--- src/shared/pxc_pkg.sv ---
package pxc_pkg;

	// register offsets on the internal cpu bus
	localparam logic [4:0] PXC_OFS_PA_DIR = 5'h01;
	localparam logic [4:0] PXC_OFS_PA_DATA = 5'h03;
	localparam logic [4:0] PXC_OFS_CTRL = 5'h14;
	localparam logic [4:0] PXC_OFS_PB_DATA = 5'h15;
	localparam logic [4:0] PXC_OFS_PC_DIR = 5'h16;
	localparam logic [4:0] PXC_OFS_PC_DATA = 5'h17;

	// port a direction field positions
	localparam int PXC_PA_DIR_PIN0 = 0;
	localparam int PXC_PA_DIR_HIGH = 1;

	// control register field positions
	localparam int PXC_CTL_INT_A = 0;
	localparam int PXC_CTL_INT_B = 1;
	localparam int PXC_CTL_MR = 2;
	localparam int PXC_CTL_HALT = 3;
	localparam int PXC_CTL_RAM = 6;
	localparam int PXC_CTL_STBY = 7;

	// input port pin roles
	localparam int PXC_PB_INT_A = 0;
	localparam int PXC_PB_INT_B = 1;
	localparam int PXC_PB_MR = 2;
	localparam int PXC_PB_HALT = 3;

	// reset values and fixed read values
	localparam logic [1:0] PXC_RST_PA_DIR = 2'h0;
	localparam logic [7:0] PXC_RST_PC_DIR = 8'h00;
	localparam logic [7:0] PXC_RST_PORT_DATA = 8'h00;
	localparam logic [7:0] PXC_PA_DIR_RD_FILL = 8'hFC;
	localparam logic [7:0] PXC_WO_READ = 8'hFF;
	localparam logic [7:0] PXC_UNMAPPED_READ = 8'hFF;

	// timing
	localparam int PXC_CLK_PERIOD_NS = 100;
	localparam int PXC_MR_MAX_NS = 9000;
	localparam int PXC_MR_MAX_CYC = PXC_MR_MAX_NS / PXC_CLK_PERIOD_NS;

	// pin override for port a from timer and serial unit
	typedef struct packed {
		logic [7:0] take;
		logic [7:0] dir;
		logic [7:0] dout;
	} pxc_func_s;

	// control register fields
	typedef struct packed {
		logic stby;
		logic ram_en;
		logic halt_en;
		logic mr_en;
		logic int_b_en;
		logic int_a_en;
	} pxc_ctrl_s;

endpackage

--- src/rtl/pxc_pin_port.sv ---
`timescale 1ns/1ps

module pxc_pin_port
	import pxc_pkg::*;
#(
	parameter int W = 8
) (
	// clock and reset
	input wire logic mclk,
	input wire logic arst_n,
	// effective direction and output level
	input wire logic [W-1:0] dir,
	input wire logic [W-1:0] dout,
	// pins
	input wire logic [W-1:0] pin_in,
	output logic [W-1:0] pin_out_q,
	output logic [W-1:0] pin_oe_q,
	// read view of the port
	output logic [W-1:0] rd_val
);

	genvar i;
	generate
		for (i = 0; i < W; i++) begin : g_bit
			always_ff @(posedge mclk or negedge arst_n) begin
				if (!arst_n) begin
					pin_out_q[i] <= 1'b0;
					pin_oe_q[i] <= 1'b0;
				end else begin
					pin_out_q[i] <= dout[i];
					pin_oe_q[i] <= dir[i];
				end
			end
			assign rd_val[i] = dir[i] ? dout[i] : pin_in[i];
		end
	endgenerate

endmodule

--- src/rtl/pxc_ready_stretch.sv ---
`timescale 1ns/1ps

module pxc_ready_stretch
	import pxc_pkg::*;
#(
	parameter int MAX_CYC = PXC_MR_MAX_CYC
) (
	// clock and reset
	input wire logic mclk,
	input wire logic arst_n,
	// control
	input wire logic enable,
	input wire logic ext_access,
	input wire logic ready_n_pin,
	// stretch request
	output logic stretch_q
);

	logic [7:0] cnt_q;
	logic want;

	// internal accesses never wait, so they keep full speed
	assign want = enable && ext_access && !ready_n_pin;

	always_ff @(posedge mclk or negedge arst_n) begin
		if (!arst_n) begin
			cnt_q <= 8'h00;
		end else if (!want) begin
			cnt_q <= 8'h00;
		end else if (cnt_q != 8'(MAX_CYC)) begin
			cnt_q <= cnt_q + 8'h01;
		end
	end

	// a stuck pin cannot hold the clock beyond the longest stretch
	always_ff @(posedge mclk or negedge arst_n) begin
		if (!arst_n) begin
			stretch_q <= 1'b0;
		end else begin
			stretch_q <= want && (cnt_q < 8'(MAX_CYC));
		end
	end

endmodule

--- src/rtl/pxc_ports.sv ---
`timescale 1ns/1ps

//////////////////////////////////////////////////////////////////////////////
module pxc_ports
	import pxc_pkg::*;
#(
	parameter int MR_MAX_CYC = PXC_MR_MAX_CYC
) (
	// clock and resets
	input wire logic mclk,
	input wire logic arst_n,
	input wire logic stby_arst_n,

	// internal cpu bus
	input wire logic [4:0] bus_addr,
	input wire logic bus_wr,
	input wire logic bus_rd,
	input wire logic [7:0] bus_wdata,
	output logic [7:0] bus_rdata_q,

	// port a pins and function overrides
	input wire logic [7:0] port_a_in,
	output logic [7:0] port_a_out_q,
	output logic [7:0] port_a_oe_q,
	input wire pxc_func_s port_a_func,

	// input port pins
	input wire logic [7:0] input_port_in,

	// port c pins
	input wire logic [7:0] port_c_in,
	output logic [7:0] port_c_out_q,
	output logic [7:0] port_c_oe_q,

	// system side
	input wire logic ext_access,
	input wire logic standby_power_lost,
	output logic external_int_a_req_q,
	output logic external_int_b_req_q,
	output logic halt_req_q,
	output logic memory_ready_stretch_q,
	output logic onchip_ram_enable_q
);

	//////////////////////////////////////////////////////////////////////////
	// decode

	logic hit_pa_dir;
	logic hit_pa_data;
	logic hit_ctrl;
	logic hit_pb_data;
	logic hit_pc_dir;
	logic hit_pc_data;

	assign hit_pa_dir = bus_addr == PXC_OFS_PA_DIR;
	assign hit_pa_data = bus_addr == PXC_OFS_PA_DATA;
	assign hit_ctrl = bus_addr == PXC_OFS_CTRL;
	assign hit_pb_data = bus_addr == PXC_OFS_PB_DATA;
	assign hit_pc_dir = bus_addr == PXC_OFS_PC_DIR;
	assign hit_pc_data = bus_addr == PXC_OFS_PC_DATA;

	//////////////////////////////////////////////////////////////////////////
	// port a registers

	logic [1:0] pa_dir_q;
	logic [7:0] pa_data_q;

	always_ff @(posedge mclk or negedge arst_n) begin
		if (!arst_n) begin
			pa_dir_q <= PXC_RST_PA_DIR;
		end else if (bus_wr && hit_pa_dir) begin
			pa_dir_q <= bus_wdata[1:0];
		end
	end

	// data latch cleared so reads are deterministic after reset
	always_ff @(posedge mclk or negedge arst_n) begin
		if (!arst_n) begin
			pa_data_q <= PXC_RST_PORT_DATA;
		end else if (bus_wr && hit_pa_data) begin
			pa_data_q <= bus_wdata;
		end
	end

	//////////////////////////////////////////////////////////////////////////
	// port a effective direction

	logic [7:0] pa_reg_dir;
	logic [7:0] pa_dir_eff;
	logic [7:0] pa_out_eff;
	logic [7:0] pa_rd;

	assign pa_reg_dir = {{7{pa_dir_q[PXC_PA_DIR_HIGH]}}, pa_dir_q[PXC_PA_DIR_PIN0]};

	genvar b;
	generate
		for (b = 0; b < 8; b++) begin : g_pa
			if (b == 0) begin : g_pin0
				// pin 0 always follows its own direction bit
				assign pa_dir_eff[b] = pa_reg_dir[b];
				assign pa_out_eff[b] = pa_data_q[b];
			end else begin : g_pinx
				assign pa_dir_eff[b] = port_a_func.take[b] ? port_a_func.dir[b] : pa_reg_dir[b];
				assign pa_out_eff[b] = port_a_func.take[b] ? port_a_func.dout[b] : pa_data_q[b];
			end
		end
	endgenerate

	pxc_pin_port #(
		.W(8)
	) u_port_a (
		.mclk(mclk),
		.arst_n(arst_n),
		.dir(pa_dir_eff),
		.dout(pa_out_eff),
		.pin_in(port_a_in),
		.pin_out_q(port_a_out_q),
		.pin_oe_q(port_a_oe_q),
		.rd_val(pa_rd)
	);

	//////////////////////////////////////////////////////////////////////////
	// port c registers

	logic [7:0] pc_dir_q;
	logic [7:0] pc_data_q;
	logic [7:0] pc_rd;

	always_ff @(posedge mclk or negedge arst_n) begin
		if (!arst_n) begin
			pc_dir_q <= PXC_RST_PC_DIR;
		end else if (bus_wr && hit_pc_dir) begin
			pc_dir_q <= bus_wdata;
		end
	end

	always_ff @(posedge mclk or negedge arst_n) begin
		if (!arst_n) begin
			pc_data_q <= PXC_RST_PORT_DATA;
		end else if (bus_wr && hit_pc_data) begin
			pc_data_q <= bus_wdata;
		end
	end

	pxc_pin_port #(
		.W(8)
	) u_port_c (
		.mclk(mclk),
		.arst_n(arst_n),
		.dir(pc_dir_q),
		.dout(pc_data_q),
		.pin_in(port_c_in),
		.pin_out_q(port_c_out_q),
		.pin_oe_q(port_c_oe_q),
		.rd_val(pc_rd)
	);

	//////////////////////////////////////////////////////////////////////////
	// control register

	logic int_a_en_q;
	logic int_b_en_q;
	logic mr_en_q;
	logic halt_en_q;
	logic ram_en_q;
	logic stby_q;
	logic ctrl_wr;
	pxc_ctrl_s ctrl_q;

	assign ctrl_wr = bus_wr && hit_ctrl;

	always_ff @(posedge mclk or negedge arst_n) begin
		if (!arst_n) begin
			int_a_en_q <= 1'b0;
			int_b_en_q <= 1'b0;
		end else if (ctrl_wr) begin
			int_a_en_q <= bus_wdata[PXC_CTL_INT_A];
			int_b_en_q <= bus_wdata[PXC_CTL_INT_B];
		end
	end

	always_ff @(posedge mclk or negedge arst_n) begin
		if (!arst_n) begin
			mr_en_q <= 1'b1;
		end else if (ctrl_wr) begin
			mr_en_q <= bus_wdata[PXC_CTL_MR];
		end
	end

	always_ff @(posedge mclk or negedge arst_n) begin
		if (!arst_n) begin
			halt_en_q <= 1'b1;
		end else if (ctrl_wr) begin
			halt_en_q <= bus_wdata[PXC_CTL_HALT];
		end
	end

	always_ff @(posedge mclk or negedge arst_n) begin
		if (!arst_n) begin
			ram_en_q <= 1'b1;
		end else if (ctrl_wr) begin
			ram_en_q <= bus_wdata[PXC_CTL_RAM];
		end
	end

	// standby flag lives on the standby supply, so system reset leaves it
	// supply loss beats a software set in the same cycle
	// cleared on supply loss
	always_ff @(posedge mclk or negedge stby_arst_n) begin
		if (!stby_arst_n) begin
			stby_q <= 1'b0;
		end else if (standby_power_lost) begin
			stby_q <= 1'b0;
		end else if (ctrl_wr) begin
			stby_q <= bus_wdata[PXC_CTL_STBY];
		end
	end

	// one view of all fields; each field keeps a single driving process
	assign ctrl_q = {stby_q, ram_en_q, halt_en_q, mr_en_q, int_b_en_q, int_a_en_q};

	logic [7:0] ctrl_rd;

	always_comb begin
		ctrl_rd = 8'h30;
		ctrl_rd[PXC_CTL_INT_A] = ctrl_q.int_a_en;
		ctrl_rd[PXC_CTL_INT_B] = ctrl_q.int_b_en;
		ctrl_rd[PXC_CTL_MR] = ctrl_q.mr_en;
		ctrl_rd[PXC_CTL_HALT] = ctrl_q.halt_en;
		ctrl_rd[PXC_CTL_RAM] = ctrl_q.ram_en;
		ctrl_rd[PXC_CTL_STBY] = ctrl_q.stby;
	end

	//////////////////////////////////////////////////////////////////////////
	// input port functions

	always_ff @(posedge mclk or negedge arst_n) begin
		if (!arst_n) begin
			external_int_a_req_q <= 1'b0;
			external_int_b_req_q <= 1'b0;
		end else begin
			external_int_a_req_q <= ctrl_q.int_a_en && !input_port_in[PXC_PB_INT_A];
			external_int_b_req_q <= ctrl_q.int_b_en && !input_port_in[PXC_PB_INT_B];
		end
	end

	always_ff @(posedge mclk or negedge arst_n) begin
		if (!arst_n) begin
			halt_req_q <= 1'b0;
		end else begin
			halt_req_q <= ctrl_q.halt_en && !input_port_in[PXC_PB_HALT];
		end
	end

	pxc_ready_stretch #(
		.MAX_CYC(MR_MAX_CYC)
	) u_ready (
		.mclk(mclk),
		.arst_n(arst_n),
		.enable(ctrl_q.mr_en),
		.ext_access(ext_access),
		.ready_n_pin(input_port_in[PXC_PB_MR]),
		.stretch_q(memory_ready_stretch_q)
	);

	always_ff @(posedge mclk or negedge arst_n) begin
		if (!arst_n) begin
			onchip_ram_enable_q <= 1'b1;
		end else begin
			onchip_ram_enable_q <= ctrl_q.ram_en;
		end
	end

	//////////////////////////////////////////////////////////////////////////
	// read mux

	logic [7:0] rd_mux;

	always_comb begin
		rd_mux = PXC_UNMAPPED_READ;
		unique case (1'b1)
			hit_pa_dir: rd_mux = PXC_WO_READ;
			hit_pc_dir: rd_mux = PXC_WO_READ;
			hit_pa_data: rd_mux = pa_rd;
			hit_pc_data: rd_mux = pc_rd;
			// raw pins are read even where a pin serves an alternate use
			// input port read only
			hit_pb_data: rd_mux = input_port_in;
			hit_ctrl: rd_mux = ctrl_rd;
			default: rd_mux = PXC_UNMAPPED_READ;
		endcase
	end

	// read data held until the next read
	always_ff @(posedge mclk or negedge arst_n) begin
		if (!arst_n) begin
			bus_rdata_q <= 8'h00;
		end else if (bus_rd) begin
			bus_rdata_q <= rd_mux;
		end
	end

endmodule

--- config.mk ---
export PLATFORM = sky130hd
export DESIGN_NAME = pxc_ports
export DESIGN_NICKNAME = d
export VERILOG_FILES = /design/src/shared/pxc_pkg.sv /design/src/rtl/pxc_pin_port.sv /design/src/rtl/pxc_ready_stretch.sv /design/src/rtl/pxc_ports.sv
export SDC_FILE = /design/constraint.sdc
export NUM_CORES = 1
export LEC_CHECK = 0
export ABC_CLOCK_PERIOD_IN_PS = 1550
export BUFFER_PORTS_ARGS = -buffer_cell sky130_fd_sc_hd__buf_2
export CORE_MARGIN = 5
export CORE_UTILIZATION = 44
export CTS_CLUSTER_DIAMETER = 150
export DETAILED_ROUTE_END_ITERATION = 16
export GPL_TIMING_DRIVEN = 0
export PLACE_DENSITY = 0.74
export SLEW_MARGIN = 20
export SYNTH_ARGS = -nofsm -noshare
export SYNTH_HDL_FRONTEND = slang
export SYNTH_SLANG_ARGS = --single-unit
--- constraint.sdc ---
create_clock -name mclk -period 1.55 [get_ports mclk]
set_clock_uncertainty 0.1 [all_clocks]
set_input_delay 0.155 -clock mclk [delete_from_list [all_inputs] [get_ports mclk]]
set_output_delay 0.155 -clock mclk [all_outputs]
set_load 0.02 [all_outputs]
==> results.sh <==
export IMPL_slew_headroom_pct=43.0
export IMPL_die_x_um=98.6
export IMPL_rsz0062_at_grt="yes"
export IMPL_use_met1_pct=24.0
export IMPL_initial_core_util_pct=45.0
export IMPL_clk_latency_ns=0.34
export IMPL_avgSynthCellArea_um2=14.4
export IMPL_drive_gt1_share_pct=51.1
export IMPL_firstDrtPassIters=4
export IMPL_hold_start="port_a_func[18]"
export IMPL_hpwlAfterDp_mm=5.92
export IMPL_critPathCaptureType="flip-flop"
export IMPL_ys_ff_latch=85
export IMPL_crit_arrival_ns=1.70
export IMPL_num_io_pins=113
export IMPL_dp_cells=451
export IMPL_htreeDepth=3
export IMPL_drt_iter0_markers=77
export IMPL_drv_slew=0
export IMPL_grt_antenna_before_repair=0
export IMPL_nets=472
export IMPL_synth_area_mm2=0.00346
export IMPL_crit_path_start="pa_dir_q[1]$_DFFE_PN0P_"
export IMPL_root_buffer="clkbuf_8"
export IMPL_synthCells=240
export IMPL_fmax_ghz=0.624
export IMPL_status="finished, violations left"
export IMPL_r2r_start="pa_dir_q[1]$_DFFE_PN0P_"
export IMPL_drcViolationCount=0
export IMPL_grtUsageTotal_pct=19.2
export IMPL_slowest_stage="dfrtp_2"
export IMPL_startpoint_type="flip-flop"
export IMPL_first_global_vias=2737
export IMPL_slowest_delay_ns=0.51
export IMPL_critPathMaxFanout=8
export IMPL_use_met3_pct=6.44
export IMPL_ys_seq_area_share_pct=61.7
export IMPL_ys_warn_count=0
export IMPL_fin_crit_ns=1.60
export IMPL_clock_sinks=85
export IMPL_path_class="flip-flop to flip-flop"
export IMPL_grt_pass1_wl_mm=14.5
export IMPL_violations="negative setup slack"
export IMPL_worstPathCellList="mux2_2 > mux2_2 > a22oi_1 > a31oi_1"
export IMPL_n_antenna_cell=0
export IMPL_timing_critical_path_mode_cell="mux2_2"
export IMPL_clkTransAtPathRegs_ns=0.08
export IMPL_netlist_area_leader_share_pct=58.7
export IMPL_power_leakage_uw=0.00229
export IMPL_drv_cap=0
export IMPL_pre_cts_ws_ns=-0.322
export IMPL_yosys_area_top_type="dfrtp_1"
export IMPL_cts_buffers=9
export IMPL_ctsHoldBuffers=38
export IMPL_ant_nets=0
export IMPL_ys_types=37
export IMPL_final_hold_viol_count=0
export IMPL_gr_usage_met2_pct=32.4
export IMPL_syn_nets=310
export IMPL_fin_ws_ns=-0.0525
export IMPL_setup_viol=4
export IMPL_numPortBuffers=108
export IMPL_grt_start_max_net_pins=48
export IMPL_routed_via_density=5.08
export IMPL_clk_path_buf_depth=2
export IMPL_area_growth_pct=39.3
export IMPL_core_mm2=0.00769
export IMPL_vias=2587
export IMPL_worst_slew_pin_slew_ns=0.852
export IMPL_stdcell_count=509
export IMPL_peakVddDrop_uv=518
export IMPL_gr_total_overflow=0
export IMPL_top_usage_layer="met2"
export IMPL_rows=32
export IMPL_cp_required_ns=1.65
export IMPL_routed_wl_mm=9.00
export IMPL_die_area_mm2=0.00973
export IMPL_tritoncts="yes"
export IMPL_routedWlPerCell_um=17.7
export IMPL_place_congestion=0.851
export IMPL_period_share_pct=103
export IMPL_p_per_area_mw_per_mm2=1100
export IMPL_floorplan_die_height_um=98.6
export IMPL_p_total_uw=5280
export IMPL_ys_top_cells_by_area="dfrtp_1 59%, mux2_2 17%, mux2_4 3.5%, a22oi_1 3.0%, dfstp_2 3.0%"
export IMPL_hp_class="input port to flip-flop"
logic make-up (layout without fill, tap and decap cells):
logic type | count (synthesis) | after routing | share of synthesized area, %
mux | 61 | 61 | 20.7
fa+ha+maj | 2 | 2 | 0.724
flops | 85 | 85 | 61.7
simple gates | 49 | 49 | 8.47
buf+inv | 6 | 173 | 0.905
xor+xnor | 4 | 4 | 1.01
compound gates | 33 | 33 | 6.52
repair_timing:
action | CTS | global route
endpoints found under the setup margin | 9 | 13
endpoints found under the hold margin | 78 | 1
cloned | 0 | 0
buffers inserted | 0 | 5
pin swaps | 3 | 4
gates resized for setup | 7 | 10
area by class of cell:
| type | instances | area [um^2] |
|---|---|---|
| multi-input cells | 149 | 1360 |
| well taps | 102 | 128 |
| inverters | 2 | 7.51 |
| clock inverters | 4 | 22.5 |
| flip-flops and latches | 85 | 2130 |
| plain buffers | 4 | 23.8 |
| clock buffers | 12 | 155 |
| repair buffers | 151 | 981 |
| fillers | 621 | 2870 |
registers in the layout (all words and copies together), names as in the netlist:
name,count
u_port_c.pin_out_q,8
pc_data_q,8
pa_dir_q,2
u_ready.cnt_q,8
halt_en_q,1
external_int_a_req_q,1
bus_rdata_q,8
u_port_c.pin_oe_q,8
external_int_b_req_q,1
u_port_a.pin_out_q,8
int_a_en_q,1
pc_dir_q,8
pa_data_q,8
ram_en_q,1
int_b_en_q,1
onchip_ram_enable_q,1
mr_en_q,1
stby_q,1
u_ready.stretch_q,1
halt_req_q,1
u_port_a.pin_oe_q,8
final timing paths:
path,end,slack (ns),depth (start not counted)
worst max-delay path,bus_rdata_q[3]$_DFFE_PN0P_,-0.05,4
worst min-delay path,u_port_a.pin_oe_q[2]$_DFF_PN0_,0.01,2
worst min register to register,onchip_ram_enable_q$_DFF_PN1_,0.28,0
max in group asynchronous,halt_en_q$_DFFE_PN1P_,0.48,3
worst max register to register,bus_rdata_q[3]$_DFFE_PN0P_,-0.05,4
min in group asynchronous,u_ready.cnt_q[2]$_DFFE_PN0P_,0.21,2
routing by layer:
metal	vias to the layer above	routed length, um
met5	-	0
met4	0	67
met3	9	671
met2	88	4570
met1	1290	3700
li1	1200	-
placed cells by master, fill, tap and decap left out, drive strengths merged, types with 3 or more instances in the layout:
cell / synthesis / final
buf: 2 / 116
dfrtp: 81 / 81
mux2: 59 / 59
dlygate4sd3: 0 / 36
nor2: 17 / 17
clkbuf: 2 / 14
a22oi: 14 / 14
nand3: 6 / 6
a31oi: 6 / 6
a21oi: 5 / 5
nand2: 5 / 5
nand2b: 4 / 4
dfstp: 4 / 4
nor2b: 3 / 3
clkinv: 0 / 3
metrics by stage:
stage	setup TNS, ns	hold slack, ns	cell area (um^2)	utilization [%]
2_1_floorplan	0	-0.241	3460	-
3_3_place_gp	-37.63	-0.161	4120	53.6
3_5_place_dp	-5.00	-0.162	4150	54.0
4_1_cts	-0.254	-0.00929	4740	61.7
5_1_grt	-0.640	-0.00368	4810	62.6
6_report	-0.152	0.0135	4810	62.6
report_power, final:
part / internal (uW) / switching, uW
Sequential: 2560 / 182
Combinational: 575 / 549
Clock: 663 / 753
Total: 3800 / 1480
critical path, delay by kind of cell, from the launching register on:
family / cells / cell delay (ns)
multiplexers: 2 / 0.60
AO/OA/AOI/OAI: 2 / 0.24
flip-flops: 1 / 0.51
synth_stat cells, drive strengths merged:
| library cell | instances |
|---|---|
| dfstp | 4 |
| nand2b | 4 |
| o21ai | 2 |
| clkbuf | 2 |
| and3 | 2 |
| a31oi | 6 |
| a22oi | 14 |
| a21oi | 5 |
| o21bai | 1 |
| a41oi | 2 |
| mux2i | 2 |
| nor2 | 17 |
| mux2 | 59 |
| and2 | 2 |
| nor2b | 3 |
| nor4b | 2 |
| inv | 2 |
| xor2 | 2 |
| and4bb | 1 |
| nand3 | 6 |
| a211oi | 2 |
| buf | 2 |
| xnor2 | 2 |
| nand2 | 5 |
| nand4 | 2 |
| nand4b | 1 |
| nand3b | 2 |
| dfrtp | 81 |
| or3 | 2 |
| o211ai | 1 |
| ha | 2 |
Note: power is estimated with default switching activity, not from simulation.
